==> config.mk <==
export PLATFORM = sky130hd
export DESIGN_NAME = fpec_top
export DESIGN_NICKNAME = d
export VERILOG_FILES = /design/src/hw/fpec_pkg.sv /design/src/hw/fpec_timer.sv /design/src/hw/fpec_top.sv /design/src/hw/fpec_unlock.sv
export SDC_FILE = /design/constraint.sdc
export NUM_CORES = 1
export LEC_CHECK = 0
export ABC_CLOCK_PERIOD_IN_PS = 3800
export BUFFER_PORTS_ARGS = -buffer_cell sky130_fd_sc_hd__buf_4
export CAP_MARGIN = 20
export CORE_ASPECT_RATIO = 0.75
export CORE_MARGIN = 2
export CORE_UTILIZATION = 53
export DETAILED_ROUTE_END_ITERATION = 7
export PLACE_DENSITY = 0.8
export SLEW_MARGIN = 30
export SYNTH_ARGS = -nofsm -noshare
export SYNTH_HDL_FRONTEND = slang
export SYNTH_SLANG_ARGS = --single-unit
==> constraint.sdc <==
create_clock -name i_clk -period 3.8 [get_ports i_clk]
set_input_delay 0 -clock i_clk [delete_from_list [all_inputs] [get_ports i_clk]]
set_output_delay 0 -clock i_clk [all_outputs]
set_load 0.01 [all_outputs]
==> src/hw/fpec_pkg.sv <==
// Constants and types shared by the flash program/erase controller.
// Assumes a 250 MHz system clock; timing counts derive from it.
package fpec_pkg;

  localparam logic [7:0]  KEY_CODE_FIRST     = 8'hA5;
  localparam logic [7:0]  KEY_CODE_SECOND    = 8'hF1;
  localparam int          PAGE_BYTES         = 512;
  localparam int          PAGE_OFS_W         = 9;
  localparam logic [7:0]  ERASED_BYTE        = 8'hFF;
  localparam logic [15:0] SHORT_ADDR_MAX     = 16'h00FF;
  localparam logic [7:0]  SFR_ADDR_LEVEL_LOW = 8'h93;
  localparam logic [7:0]  SFR_ADDR_LEVEL_HI  = 8'h94;
  localparam logic [7:0]  SFR_PAGE_MONITOR   = 8'h01;
  localparam logic [7:0]  LEVEL_HI_RESET     = 8'h00;

  // Operation times in ns, cycles derived from the clock period
  localparam int CLK_PERIOD_NS   = 4;
  localparam int PROG_TIME_NS    = 20000;
  localparam int ERASE_TIME_NS   = 20000000;
  localparam int PROG_CYCLES     = PROG_TIME_NS / CLK_PERIOD_NS;
  localparam int ERASE_CYCLES    = ERASE_TIME_NS / CLK_PERIOD_NS;

  typedef enum logic [1:0] {
    KEY_LOCKED   = 2'b00,
    KEY_FIRST    = 2'b01,
    KEY_UNLOCKED = 2'b10,
    KEY_BLOCKED  = 2'b11
  } fpec_key_e;

  typedef enum logic [1:0] {
    SEQ_IDLE  = 2'b00,
    SEQ_MERGE = 2'b01,
    SEQ_WAIT  = 2'b10
  } fpec_seq_e;

endpackage : fpec_pkg

==> src/hw/fpec_timer.sv <==
// Down-counter timing one program or erase operation.
// Assumes i_start is a one-cycle pulse while idle.
`timescale 1ns/10ps
`default_nettype none
module fpec_timer #(
  parameter int W = 24
) (
  // Clock and reset
  input  wire logic         i_clk,
  input  wire logic         i_resetn,
  // Control
  input  wire logic         i_start,
  input  wire logic [W-1:0] i_load,
  // Status
  output logic              o_busy,
  output logic              o_done
);

  logic [W-1:0] count_r;

  always_ff @(posedge i_clk) begin
    if (!i_resetn) begin
      count_r <= '0;
    end else if (i_start) begin
      count_r <= i_load;
    end else if (count_r != '0) begin
      count_r <= count_r - W'(1);
    end
  end

  assign o_busy = (count_r != '0);
  assign o_done = (count_r == W'(1));

endmodule : fpec_timer
`default_nettype wire

==> src/hw/fpec_top.sv <==
// Flash program/erase controller: unlock, routing, erase, byte and
// two-byte block programming, supply monitor threshold registers.
// Assumes the CPU holds off new writes while o_cpu_stall is high and
// the array presents i_fl_rdata for o_fl_addr combinationally.
`timescale 1ns/10ps
`default_nettype none

module fpec_top #(
  parameter int          TMR_W       = 24,
  parameter int          PROG_CYC    = fpec_pkg::PROG_CYCLES,
  parameter int          ERASE_CYC   = fpec_pkg::ERASE_CYCLES,
  parameter logic [7:0]  LVL_HI_INIT = fpec_pkg::LEVEL_HI_RESET
) (
  // Clock and resets
  input  wire logic        i_clk,
  input  wire logic        i_resetn,
  input  wire logic        i_por,
  // Control bits
  input  wire logic        i_store_write_enable,
  input  wire logic        i_store_erase_enable,
  input  wire logic        i_write_timing_enable,
  input  wire logic        i_block_write_enable,
  input  wire logic [1:0]  i_code_bank_select,
  // Key register write
  input  wire logic        i_key_wr,
  input  wire logic [7:0]  i_key_data,
  // External-space byte writes
  input  wire logic        i_xw_valid,
  input  wire logic        i_xw_short,
  input  wire logic [15:0] i_xw_addr,
  input  wire logic [7:0]  i_xw_data,
  output logic             o_xram_wr,
  output logic             o_cpu_stall,
  // Special register port
  input  wire logic        i_sfr_wr,
  input  wire logic [7:0]  i_sfr_page,
  input  wire logic [7:0]  i_sfr_addr,
  input  wire logic [7:0]  i_sfr_wdata,
  output logic [7:0]       o_sfr_rdata,
  // Supply monitor
  input  wire logic [7:0]  i_level_low_trim,
  input  wire logic        i_mon_sel_wr,
  input  wire logic        i_mon_sel_high,
  input  wire logic        i_regulator_low,
  output logic             o_mon_high,
  output logic [7:0]       o_mon_level_high,
  output logic             o_reset_hold,
  // Flash array
  input  wire logic [15:0] i_fl_rdata,
  output logic             o_fl_prog,
  output logic             o_fl_erase,
  output logic             o_fl_two,
  output logic [17:0]      o_fl_addr,
  output logic [15:0]      o_fl_wdata,
  // Status
  output logic             o_unlocked,
  output logic             o_blocked
);

  fpec_pkg::fpec_seq_e seq_r;

  logic              unlocked;
  logic              blocked;
  logic              tmr_busy;
  logic              tmr_done;
  logic              tmr_start;
  logic [TMR_W-1:0]  tmr_load;
  logic              short_bad;
  logic              attempt;
  logic              accept;
  logic              do_erase;
  logic              cache_hit;
  logic              do_cache;
  logic              do_prog;
  logic              cache_vld_r;
  logic [15:0]       cache_addr_r;
  logic [7:0]        cache_data_r;
  logic [15:0]       new_data_r;
  logic              two_r;
  logic              mon_high_r;
  logic [7:0]        level_hi_r;
  logic              hold_r;

  function automatic logic [17:0] flash_addr(input logic [1:0]  bank,
                                             input logic [15:0] addr);
    flash_addr = {bank, addr};
  endfunction : flash_addr

  // Writes only reach flash from idle; CPU is stalled otherwise
  assign short_bad = i_xw_short && (i_xw_addr > fpec_pkg::SHORT_ADDR_MAX);
  assign attempt   = i_xw_valid && i_store_write_enable && !short_bad &&
                     i_write_timing_enable && (seq_r == fpec_pkg::SEQ_IDLE);
  assign accept    = attempt && unlocked;
  assign do_erase  = accept && i_store_erase_enable;
  assign cache_hit = cache_vld_r && (i_xw_addr == cache_addr_r + 16'h0001);
  assign do_cache  = accept && !i_store_erase_enable && i_block_write_enable && !cache_hit;
  assign do_prog   = accept && !i_store_erase_enable && !do_cache;

  // Route writes to flash while write enable holds
  assign o_xram_wr = i_xw_valid && !i_store_write_enable;

  fpec_unlock u_unlock (
    .i_clk      (i_clk),
    .i_resetn   (i_resetn),
    .i_key_wr   (i_key_wr),
    .i_key_data (i_key_data),
    .i_attempt  (attempt),
    .o_unlocked (unlocked),
    .o_blocked  (blocked)
  );

  assign o_unlocked = unlocked;
  assign o_blocked  = blocked;

  assign tmr_start = o_fl_prog || o_fl_erase;
  assign tmr_load  = o_fl_erase ? TMR_W'(ERASE_CYC) : TMR_W'(PROG_CYC);

  fpec_timer #(
    .W (TMR_W)
  ) u_timer (
    .i_clk    (i_clk),
    .i_resetn (i_resetn),
    .i_start  (tmr_start),
    .i_load   (tmr_load),
    .o_busy   (tmr_busy),
    .o_done   (tmr_done)
  );

  // Operation sequencer
  always_ff @(posedge i_clk) begin
    if (!i_resetn) begin
      seq_r <= fpec_pkg::SEQ_IDLE;
    end else begin
      case (seq_r)
        fpec_pkg::SEQ_IDLE: begin
          if (do_erase) begin
            seq_r <= fpec_pkg::SEQ_WAIT;
          end else if (do_prog) begin
            seq_r <= fpec_pkg::SEQ_MERGE;
          end
        end
        fpec_pkg::SEQ_MERGE: begin
          seq_r <= fpec_pkg::SEQ_WAIT;
        end
        fpec_pkg::SEQ_WAIT: begin
          if (tmr_done) begin
            seq_r <= fpec_pkg::SEQ_IDLE;
          end
        end
        default: begin
          seq_r <= fpec_pkg::SEQ_IDLE;
        end
      endcase
    end
  end

  // Stall covers the whole operation, including the merge cycle
  assign o_cpu_stall = (seq_r != fpec_pkg::SEQ_IDLE);

  // Array address and new data
  always_ff @(posedge i_clk) begin
    if (!i_resetn) begin
      o_fl_addr  <= '0;
      new_data_r <= '0;
      two_r      <= 1'b0;
    end else if (do_erase) begin
      o_fl_addr  <= flash_addr(i_code_bank_select,
                               {i_xw_addr[15:fpec_pkg::PAGE_OFS_W],
                                fpec_pkg::PAGE_OFS_W'(0)});
      two_r      <= 1'b0;
    end else if (do_prog && cache_hit) begin
      o_fl_addr  <= flash_addr(i_code_bank_select, cache_addr_r);
      new_data_r <= {i_xw_data, cache_data_r};
      two_r      <= 1'b1;
    end else if (do_prog) begin
      o_fl_addr  <= flash_addr(i_code_bank_select, i_xw_addr);
      new_data_r <= {fpec_pkg::ERASED_BYTE, i_xw_data};
      two_r      <= 1'b0;
    end
  end

  // Merge with current contents so no bit can rise
  always_ff @(posedge i_clk) begin
    if (!i_resetn) begin
      o_fl_wdata <= '0;
      o_fl_two   <= 1'b0;
    end else if (seq_r == fpec_pkg::SEQ_MERGE) begin
      o_fl_wdata <= new_data_r & (two_r ? i_fl_rdata :
                                  {fpec_pkg::ERASED_BYTE, i_fl_rdata[7:0]});
      o_fl_two   <= two_r;
    end
  end

  // Start pulses to the array
  always_ff @(posedge i_clk) begin
    if (!i_resetn) begin
      o_fl_prog  <= 1'b0;
      o_fl_erase <= 1'b0;
    end else begin
      o_fl_prog  <= (seq_r == fpec_pkg::SEQ_MERGE);
      o_fl_erase <= do_erase;
    end
  end

  // Block-write cache; lone first bytes are dropped when block write is disabled or replaced by the next uncached byte
  always_ff @(posedge i_clk) begin
    if (!i_resetn || !i_block_write_enable) begin
      cache_vld_r  <= 1'b0;
      cache_addr_r <= '0;
      cache_data_r <= '0;
    end else if (do_cache) begin
      cache_vld_r  <= 1'b1;
      cache_addr_r <= i_xw_addr;
      cache_data_r <= i_xw_data;
    end else if (accept) begin
      cache_vld_r  <= 1'b0;
    end
  end

  // Monitor threshold select; survives non-power-on resets
  always_ff @(posedge i_clk) begin
    if (i_por) begin
      mon_high_r <= 1'b0;
    end else if (i_mon_sel_wr) begin
      mon_high_r <= i_mon_sel_high;
    end
  end

  // Latch reset hold if high threshold sits above the raw regulator during reset; cleared only by power-on
  always_ff @(posedge i_clk) begin
    if (i_por) begin
      hold_r <= 1'b0;
    end else if (!i_resetn && mon_high_r && i_regulator_low) begin
      hold_r <= 1'b1;
    end
  end

  // High level setting register on monitor page
  always_ff @(posedge i_clk) begin
    if (i_por) begin
      level_hi_r <= LVL_HI_INIT;
    end else if (i_sfr_wr && (i_sfr_page == fpec_pkg::SFR_PAGE_MONITOR) &&
                 (i_sfr_addr == fpec_pkg::SFR_ADDR_LEVEL_HI)) begin
      level_hi_r <= i_sfr_wdata;
    end
  end

  // Read data; unmapped locations read zero
  always_ff @(posedge i_clk) begin
    if (!i_resetn) begin
      o_sfr_rdata <= '0;
    end else if (i_sfr_page != fpec_pkg::SFR_PAGE_MONITOR) begin
      o_sfr_rdata <= '0;
    end else if (i_sfr_addr == fpec_pkg::SFR_ADDR_LEVEL_LOW) begin
      o_sfr_rdata <= i_level_low_trim;
    end else if (i_sfr_addr == fpec_pkg::SFR_ADDR_LEVEL_HI) begin
      o_sfr_rdata <= level_hi_r;
    end else begin
      o_sfr_rdata <= '0;
    end
  end

  assign o_mon_high       = mon_high_r;
  assign o_mon_level_high = level_hi_r;
  assign o_reset_hold     = hold_r;
endmodule : fpec_top
`default_nettype wire

==> src/hw/fpec_unlock.sv <==
// Two-code unlock state machine for flash modification.
// Assumes key writes and attempts arrive as one-cycle strobes.
`timescale 1ns/10ps
`default_nettype none
module fpec_unlock (
  // Clock and reset
  input  wire logic       i_clk,
  input  wire logic       i_resetn,
  // Key register writes
  input  wire logic       i_key_wr,
  input  wire logic [7:0] i_key_data,
  // Flash operation attempt
  input  wire logic       i_attempt,
  // State
  output logic            o_unlocked,
  output logic            o_blocked
);

  fpec_pkg::fpec_key_e state_r;
  fpec_pkg::fpec_key_e state_nxt;

  always_comb begin
    state_nxt = state_r;
    case (state_r)
      fpec_pkg::KEY_LOCKED: begin
        if (i_attempt) begin
          state_nxt = fpec_pkg::KEY_BLOCKED;
        end else if (i_key_wr) begin
          state_nxt = (i_key_data == fpec_pkg::KEY_CODE_FIRST) ?
                      fpec_pkg::KEY_FIRST : fpec_pkg::KEY_BLOCKED;
        end
      end
      fpec_pkg::KEY_FIRST: begin
        if (i_attempt) begin
          state_nxt = fpec_pkg::KEY_BLOCKED;
        end else if (i_key_wr) begin
          // Any gap between codes is fine; only order counts
          state_nxt = (i_key_data == fpec_pkg::KEY_CODE_SECOND) ?
                      fpec_pkg::KEY_UNLOCKED : fpec_pkg::KEY_BLOCKED;
        end
      end
      fpec_pkg::KEY_UNLOCKED: begin
        if (i_attempt) begin
          state_nxt = fpec_pkg::KEY_LOCKED;
        end else if (i_key_wr) begin
          state_nxt = fpec_pkg::KEY_BLOCKED;
        end
      end
      default: begin
        state_nxt = fpec_pkg::KEY_BLOCKED;
      end
    endcase
  end

  always_ff @(posedge i_clk) begin
    if (!i_resetn) begin
      state_r <= fpec_pkg::KEY_LOCKED;
    end else begin
      state_r <= state_nxt;
    end
  end

  assign o_unlocked = (state_r == fpec_pkg::KEY_UNLOCKED);
  assign o_blocked  = (state_r == fpec_pkg::KEY_BLOCKED);

endmodule : fpec_unlock
`default_nettype wire

==> insert_results.sql, run 1 <==
INSERT INTO impl_metrics (metric_group, metric, value, unit) VALUES
('worst_setup_path', 'cp-start-kind', 'register', ''),
('global_routing', 'grt_use_total', '31.3', '%'),
('clock_tree', 'cts_tree', 'built', ''),
('layout', 'layout.cells.most_common_list', 'sky130_fd_sc_hd__buf_4, sky130_fd_sc_hd__dfxtp_1, sky130_fd_sc_hd__nand2_1', ''),
('synthesis', 'async_flop_share', '0', '%'),
('synthesis', 'postSynthNetCount', '808', ''),
('layout', 'regArea', '2500', 'µm²'),
('clock_tree', 'cts.path.max_buffers', '2', ''),
('sta', 'slew_headroom', '39.4', '%'),
('layout', 'most_common_library_cell_in_the_layout_ignoring_fill_and_taps', 'sky130_fd_sc_hd__buf_4', ''),
('synthesis', 'synth.lib_cells_used.distinct', '53', ''),
('layout', 'final_layout_size_suffix_gt1_share', '23.5', '%'),
('flow_run', 'total_of_max_cap_violations', '0', ''),
('sta', 'max_freq', '281', 'MHz'),
('sta', 'setup_total_negative_slack', '0', 'ns'),
('layout', 'nets', '1018', ''),
('sta', 'timing.final.hold_violations', '0', ''),
('pwr', 'power.total', '3.94', 'mW'),
('drt', 'detail_route.wl_per_cell', '17.2', 'µm'),
('placed_design', 'placement.cell_area', '6970', 'µm²'),
('sta', 'finClkSkew', '0.00698', 'ns'),
('synthesis', 'postSynthRegisterBits', '125', ''),
('sta', 'setup_viol', '0', ''),
('placed_design', 'number_of_buffers_added_on_ports', '154', ''),
('drt', 'starting_drt_drc_count', '615', ''),
('min_path', 'timing.hold.worst.class', 'input port to register', ''),
('synthesis', 'synth-edff-count', '0', ''),
('pwr', 'cellPowerDensity', '475', 'nW/µm²'),
('layout', 'area_growth_syn_to_layout', '43.8', '%'),
('synthesis', 'synth_seq_area_share', '43.4', '%'),
('global_routing', 'gr_ovfl_total', '0', ''),
('worst_setup_path', 'critical-path-max-stage-delay', '0.68', 'ns'),
('clock_tree', 'root_buffer', 'sky130_fd_sc_hd__clkbuf_16', ''),
('clock_tree', 'htree_num_levels', '4', ''),
('placed_design', 'place_congestion', '0.964', ''),
('clock_tree', 'later_pin_clock_latency_in_the_skew_report', '0.41', 'ns'),
('sta', 'tightestPinTransition', '0.908', 'ns'),
('worst_setup_path', 'cell_family_with_most_cp_delay', 'simple AND/OR/NAND/NOR gates', ''),
('clock_tree', 'cts_repair_resize_count', '0', ''),
('floorplanning', 'start_util', '55.2', '%'),
('layout', 'filler_cell_count', '669', ''),
('layout', 'final_design_area_no_fill', '8290', 'µm²'),
('clock_tree', 'clock_sink_count', '125', ''),
('synthesis', 'most_used_flip_flop_cell_after_synthesis', 'sky130_fd_sc_hd__dfxtp_1', ''),
('drt', 'drt_pass1_iterations', '5', ''),
('clock_tree', 'cts.reportedPaths.clkPinSlew', '0.06', 'ns'),
('sta', 'unrepaired_setup_endpoints_after_global_routing', 'false', ''),
('clock_tree', 'cts_setup_buffers', '0', ''),
('worst_setup_path', 'worst_ep_arrival_time', '3.81', 'ns'),
('drt', 'vias', '6162', ''),
('synthesis', 'postSynthCellCount', '709', ''),
('worst_setup_path', 'most_common_cell_type_on_the_critical_path', 'sky130_fd_sc_hd__and3_1', ''),
('sta', 'final_min_period_over_clock_period', '93.6', '%'),
('worst_setup_path', 'critical_path_buffer_and_inverter_count', '0', ''),
('floorplanning', 'chipHeight', '94.3', 'µm'),
('worst_setup_path', 'worstPathRequired', '4.05', 'ns'),
('floorplanning', 'core_area', '10500', 'µm²'),
('synthesis', 'synth_warnings', '0', ''),
('worst_setup_path', 'timing.critical_path.cells', 'ha_1 > nand3_1 > o31a_1 > or4_1 > and3_1 > or4b_4 > and3_1 > nand2_1 > a21oi_1', ''),
('worst_setup_path', 'critical_path.endpoint_type', 'register', ''),
('sta', 'timing.final.crit_period', '3.56', 'ns'),
('floorplanning', 'fp-row-count', '32', ''),
('drt', 'detail_route.drc_violations', '0', ''),
('drt', 'route.final.wire_length', '18.3', 'mm'),
('run_status', 'outcome', 'finished clean', ''),
('clock_tree', 'cts_inserted_buffers', '17', ''),
('worst_setup_path', 'crit_path_top_delay_cell', 'sky130_fd_sc_hd__or4b_4', ''),
('global_routing', 'grt_first_pass_wirelength', '29.3', 'mm'),
('worst_setup_path', 'crit_fanout', '24', ''),
('floorplanning', 'io_pins', '155', ''),
('synthesis', 'mapped_area', '5760', 'µm²');
## worst register-to-register path: stages (launching register included)
cell and delay (ns):
sky130_fd_sc_hd__dfxtp_1 0.45, sky130_fd_sc_hd__ha_1 0.29, sky130_fd_sc_hd__nand3_1 0.12, sky130_fd_sc_hd__o31a_1 0.27, sky130_fd_sc_hd__or4_1 0.51, sky130_fd_sc_hd__and3_1 0.21, sky130_fd_sc_hd__or4b_4 0.68, sky130_fd_sc_hd__and3_1 0.55
sky130_fd_sc_hd__nand2_1 0.22, sky130_fd_sc_hd__a21oi_1 0.09
## through the flow
| stage | hold slack (ns) | setup WS [ns] | util (%) | cells |
|---|---|---|---|---|
| global placement | 0.233 | 0.445 | 66.7 | 966 |
| finish | 0.00681 | 0.243 | 79.3 | 1069 |
| global route | 0.0161 | 0.0346 | 79.3 | 1068 |
| CTS | 0.00521 | 0.279 | 79.3 | 1068 |
| floorplan | 0.0464 | 0.645 | - | 709 |
| detailed placement | 0.243 | 0.301 | 66.7 | 966 |
## layer usage
metal	share of wire [%]	GRT usage (%)	wire length [µm]
met3	9.5	9.11	1740
met2	47	52.6	8590
met4	2.7	12.7	500
met5	0	0	0
met1	41	38.1	7510
## final cells by class
cell class	instances	share of cell area (%)
clock inverter	10	1.64
timing repair buffer	235	23.4
clock buffer	22	5.72
antenna	1	0.0302
multi-input combinational	530	36.5
sequential	125	30.2
inverter	10	0.453
tap	136	2.05
## timing repair
item | CTS | global route
hold endpoints to repair | 79 | 0
hold buffers | 70 | 0
endpoints found under the setup margin | 0 | 0
## sequential cells by signal, indices dropped and copies added (netlist names)
register          cells
new_data_r           16
o_mon_level_high      8
u_timer.count_r      24
cache_vld_r           1
o_fl_addr            18
o_reset_hold          1
o_fl_erase            1
seq_r                 2
cache_data_r          8
o_sfr_rdata           8
o_mon_high            1
o_fl_wdata           16
u_unlock.state_r      2
two_r                 1
o_fl_prog             1
cache_addr_r         16
o_fl_two              1
## cells by family after synthesis
| family | synth area share (%) |
|---|---|
| AND/OR/NAND/NOR | 26.2 |
| multiplexers | 2.43 |
| AO/OA/AOI/OAI | 17.1 |
| XOR/XNOR | 6.01 |
| adder cells (fa/ha/maj) | 0.651 |
| flip-flops | 43.4 |
| buffers and inverters | 4.17 |
## report_power, final
group          switching (mW)  total, mW  internal (mW)  leakage [nW]
logic                   0.429      0.803          0.374          2.06
clock network           0.590       1.67           1.08         0.293
registers              0.0782       1.46           1.39          1.01
## cell usage after synthesis, types with 2 or more instances
library cell / instances / area share, %
sky130_fd_sc_hd__buf_4: 4 / 0.52
sky130_fd_sc_hd__nor4_1: 15 / 1.6
sky130_fd_sc_hd__a21boi_0: 2 / 0.26
sky130_fd_sc_hd__or3_1: 7 / 0.76
sky130_fd_sc_hd__a2111o_1: 2 / 0.39
sky130_fd_sc_hd__o21a_1: 3 / 0.39
sky130_fd_sc_hd__mux2i_1: 14 / 2.4
sky130_fd_sc_hd__buf_2: 6 / 0.52
sky130_fd_sc_hd__nand4_1: 5 / 0.54
sky130_fd_sc_hd__o21ai_0: 24 / 2.1
sky130_fd_sc_hd__a22oi_1: 9 / 1.2
sky130_fd_sc_hd__xor2_1: 15 / 2.3
sky130_fd_sc_hd__nand3_1: 26 / 2.3
sky130_fd_sc_hd__nand2_1: 109 / 7.1
sky130_fd_sc_hd__nor3_1: 14 / 1.2
sky130_fd_sc_hd__buf_6: 2 / 0.39
sky130_fd_sc_hd__inv_1: 10 / 0.65
sky130_fd_sc_hd__o22ai_1: 2 / 0.22
sky130_fd_sc_hd__nor2_1: 103 / 6.7
sky130_fd_sc_hd__nand2b_1: 12 / 1.3
sky130_fd_sc_hd__a211oi_1: 9 / 1.2
sky130_fd_sc_hd__a21oi_1: 64 / 5.6
sky130_fd_sc_hd__clkbuf_1: 31 / 2.0
sky130_fd_sc_hd__nor4b_1: 3 / 0.46
sky130_fd_sc_hd__and3_1: 9 / 0.98
sky130_fd_sc_hd__a31oi_1: 8 / 0.87
sky130_fd_sc_hd__nand4b_1: 2 / 0.30
sky130_fd_sc_hd__xnor2_1: 22 / 3.3
sky130_fd_sc_hd__and2_1: 3 / 0.33
sky130_fd_sc_hd__ha_1: 3 / 0.65
sky130_fd_sc_hd__or4_1: 6 / 0.78
sky130_fd_sc_hd__dfxtp_1: 125 / 43
sky130_fd_sc_hd__o221a_2: 17 / 3.3
sky130_fd_sc_hd__nor2b_1: 4 / 0.43
## final timing paths
check | from | endpoint | slack [ns] | cells after the start
setup / recovery | cache_addr_r[0]$_SDFFE_PP0P_ | cache_addr_r[13]$_SDFFE_PP0P_ | 0.24 | 9
hold / removal | i_sfr_addr[2] | o_sfr_rdata[5]$_SDFF_PP0_ | 0.007 | 4
setup reg to reg | cache_addr_r[0]$_SDFFE_PP0P_ | cache_addr_r[13]$_SDFFE_PP0P_ | 0.24 | 9
hold reg to reg | o_fl_wdata[4]$_SDFFE_PN0P_ | o_fl_wdata[4]$_SDFFE_PN0P_ | 0.45 | 2
Note: power is estimated with default switching activity, not from simulation.
==> run 2, diff against run 1 <==
--- a/config.mk
+++ b/config.mk
@@ -12,7 +12,8 @@
 export CORE_MARGIN = 2
 export CORE_UTILIZATION = 53
 export DETAILED_ROUTE_END_ITERATION = 7
-export PLACE_DENSITY = 0.8
+export PLACE_DENSITY = 0.78
+export SKIP_CTS_REPAIR_TIMING = 1
 export SLEW_MARGIN = 30
 export SYNTH_ARGS = -nofsm -noshare
 export SYNTH_HDL_FRONTEND = slang
==> run 2 against run 1 <==
  * Non-clock buffer count is 10 lower
  * Sequential cell count stayed put
  * Register-to-register slack worse by 0.07 ns
  * The flow now finishes with violations (hold timing)
  * Die area stayed put
  * Total power hardly changed
  * Design area is 0.92% lower
  * Via count is 1.4% lower
  * Sequential share of layout area is 0.28 points higher
  * Global-route usage is 2.4 points lower
  * Maximum frequency is 2.0% lower
==> insert_results.sql, run 2 (synthesis gave the netlist of run 1 again) <==
INSERT INTO impl_metrics (metric_group, metric, value, unit) VALUES
('run_status', 'outcome', 'complete, but fails checks', ''),
('run_status', 'failed_checks', 'hold timing', ''),
('drt', 'routed-wl-met3', '1.50', 'mm'),
('sta', 'finClkSkew', '0.0102', 'ns'),
('global_routing', 'via_count_of_the_first_global_routing_pass', '5447', ''),
('layout', 'nets', '1008', ''),
('global_routing', 'gr_ovfl_total', '0', ''),
('clock_tree', 'later_pin_clock_latency_in_the_skew_report', '0.42', 'ns'),
('sta', 'timing.final.hold_violations', '5', ''),
('layout', 'n_antenna_cell', '0', ''),
('sta', 'unrepaired_setup_endpoints_after_global_routing', 'false', ''),
('global_routing', 'grt_start_max_net_pins', '39', ''),
('global_routing', 'grt_use_total', '28.9', '%'),
('pwr', 'irDropWorstVdd', '0.000312', 'V'),
('sta', 'max_freq', '276', 'MHz'),
('layout', 'largest_reg_flops', '24', ''),
('pwr', 'switching_power', '1.11', 'mW'),
('clock_tree', 'cts.path.max_buffers', '2', ''),
('drt', 'drt_pass1_iterations', '5', ''),
('placed_design', 'place.detailed.hpwl', '11.8', 'mm'),
('worst_setup_path', 'reg2reg_slack', '0.17', 'ns'),
('clock_tree', 'cts_inserted_buffers', '17', ''),
('pwr', 'power.total', '3.94', 'mW'),
('sta', 'timing.final.crit_period', '3.63', 'ns'),
('drt', 'detail_route.wl_per_cell', '17.5', 'µm'),
('floorplanning', 'design.die.area', '11700', 'µm²'),
('floorplanning', 'core_area', '10500', 'µm²'),
('worst_setup_path', 'worst_ep_arrival_time', '3.95', 'ns'),
('layout', 'final_layout_size_suffix_gt1_share', '23.9', '%'),
('worst_setup_path', 'worstPathRequired', '4.12', 'ns'),
('floorplanning', 'fp-row-count', '32', ''),
('floorplanning', 'chipHeight', '94.3', 'µm'),
('drt', 'route.final.wire_length', '18.5', 'mm'),
('sta', 'tightestPinTransition', '0.937', 'ns'),
('clock_tree', 'root_buffer', 'sky130_fd_sc_hd__clkbuf_16', ''),
('pwr', 'seqPwrFrac', '37.1', '%'),
('drt', 'detail_route.drc_violations', '0', ''),
('pwr', 'comb_power_share', '20.2', '%'),
('layout', 'filler_cell_count', '688', ''),
('floorplanning', 'die_width', '124', 'µm'),
('drt', 'highest-signal-layer', 'met4', ''),
('pwr', 'clock_power_share', '42.7', '%'),
('worst_setup_path', 'crit_fanout', '26', ''),
('global_routing', 'grt_antenna_before_repair', '0', ''),
('sta', 'fin_ws', '0.171', 'ns'),
('floorplanning', 'start_util', '55.2', '%'),
('drt', 'starting_drt_drc_count', '476', ''),
('min_path', 'timing.hold.worst.class', 'input port to register', ''),
('clock_tree', 'cts_tree', 'built', ''),
('placed_design', 'number_of_buffers_added_on_ports', '154', ''),
('layout', 'area_growth_syn_to_layout', '42.5', '%'),
('pwr', 'internal-power', '2.83', 'mW'),
('sta', 'setup_total_negative_slack', '0', 'ns'),
('sta', 'setup_viol', '0', ''),
('pwr', 'power.static_leakage', '3.33', 'nW'),
('drt', 'antenna_left', '0', ''),
('drt', 'wl_met2', '8.90', 'mm'),
('worst_setup_path', 'cp-start-kind', 'register', ''),
('pwr', 'sw_frac_of_total', '28.2', '%'),
('drt', 'met1_length', '7.78', 'mm'),
('drt', 'vias', '6075', ''),
('clock_tree', 'clock_sink_count', '125', ''),
('layout', 'top_register', 'u_timer.count_r', ''),
('layout', 'most_common_library_cell_in_the_layout_ignoring_fill_and_taps', 'sky130_fd_sc_hd__buf_4', ''),
('sta', 'final_min_period_over_clock_period', '95.5', '%'),
('worst_setup_path', 'crit_type', 'register to register', ''),
('layout', 'biggestRegsByFlops', 'u_timer.count_r (24), o_fl_addr (18)', ''),
('worst_setup_path', 'critical_path.endpoint_type', 'register', ''),
('pwr', 'cellPowerDensity', '479', 'nW/µm²'),
('sta', 'slew_headroom', '37.0', '%'),
('sta', 'holdWs', '-0.0342', 'ns'),
('placed_design', 'dp_worst_setup_slack', '0.170', 'ns'),
('floorplanning', 'io_pins', '155', ''),
('clock_tree', 'cts.reportedPaths.clkPinSlew', '0.06', 'ns'),
('sta', 'maxSlewViolCount', '0', ''),
('flow_run', 'total_of_max_cap_violations', '0', ''),
('placed_design', 'place_congestion', '1.02', ''),
('drt', 'detail_route.vias_per_cell', '5.74', ''),
('global_routing', 'grt_first_pass_wirelength', '27.3', 'mm'),
('layout', 'layout.cells.most_common_list', 'sky130_fd_sc_hd__buf_4, sky130_fd_sc_hd__dfxtp_1, sky130_fd_sc_hd__nand2_1', ''),
('clock_tree', 'htree_num_levels', '4', '');
## run 2: worst max-delay path, stage by stage (launching register included)
cell	delay [ns]
sky130_fd_sc_hd__dfxtp_1	0.45
sky130_fd_sc_hd__ha_1	0.29
sky130_fd_sc_hd__nand3_1	0.25
sky130_fd_sc_hd__o31a_1	0.32
sky130_fd_sc_hd__or4_1	0.49
sky130_fd_sc_hd__and3_1	0.21
sky130_fd_sc_hd__or4b_4	0.71
sky130_fd_sc_hd__a21oi_4	0.21
sky130_fd_sc_hd__buf_6	0.25
sky130_fd_sc_hd__nor2_1	0.08
sky130_fd_sc_hd__a211oi_1	0.25
## run 2: power groups by stage
stage | logic, mW | clock network [mW] | registers [mW]
after floorplan | 0.484 | 0 | 1.47
after global placement | 0.682 | 0 | 1.48
after detailed placement | 0.708 | 0 | 1.48
after CTS | 0.727 | 1.69 | 1.46
after global routing | 0.870 | 1.75 | 1.47
final | 0.795 | 1.68 | 1.46
## run 2: final cells by class
| type | instances | area [µm²] | area share [%] |
|---|---|---|---|
| multi-input combinational | 530 | 3030 | 36.9 |
| timing repair buffer | 225 | 1860 | 22.6 |
| clock inverter | 12 | 160 | 1.95 |
| clock buffer | 20 | 457 | 5.56 |
| inverter | 10 | 37.5 | 0.457 |
| sequential | 125 | 2500 | 30.5 |
| tap | 136 | 170 | 2.07 |
## run 2: through the flow
stage	cell area, µm²	hold slack, ns	util, %	cells
6_report	8220	-0.0342	78.6	1058
4_1_cts	7590	-0.180	72.7	997
3_5_place_dp	6980	0.246	66.8	965
5_1_grt	8220	0.0144	78.6	1058
3_3_place_gp	6980	0.233	66.8	965
2_1_floorplan	5760	0.0464	-	709
## run 2: final timing paths
path                                              startpoint                          endpoint  cells after the start
worst min register to register  cache_data_r[4]$_SDFFE_PP0P_      cache_data_r[4]$_SDFFE_PP0P_                      2
worst max-delay path            cache_addr_r[0]$_SDFFE_PP0P_        new_data_r[5]$_SDFFE_PN0P_                     10
worst min-delay path                           i_key_data[4]  u_unlock.state_r[0]$_SDFFE_PN0P_                      4
worst max register to register  cache_addr_r[0]$_SDFFE_PP0P_        new_data_r[5]$_SDFFE_PN0P_                     10
## run 2: per-layer routing
| layer | vias to the layer above | global-route usage [%] |
|---|---|---|
| li1 | 2882 | - |
| met1 | 2850 | 37.7 |
| met2 | 309 | 47.3 |
| met3 | 34 | 8.09 |
| met4 | 0 | 8.52 |
| met5 | - | 0 |
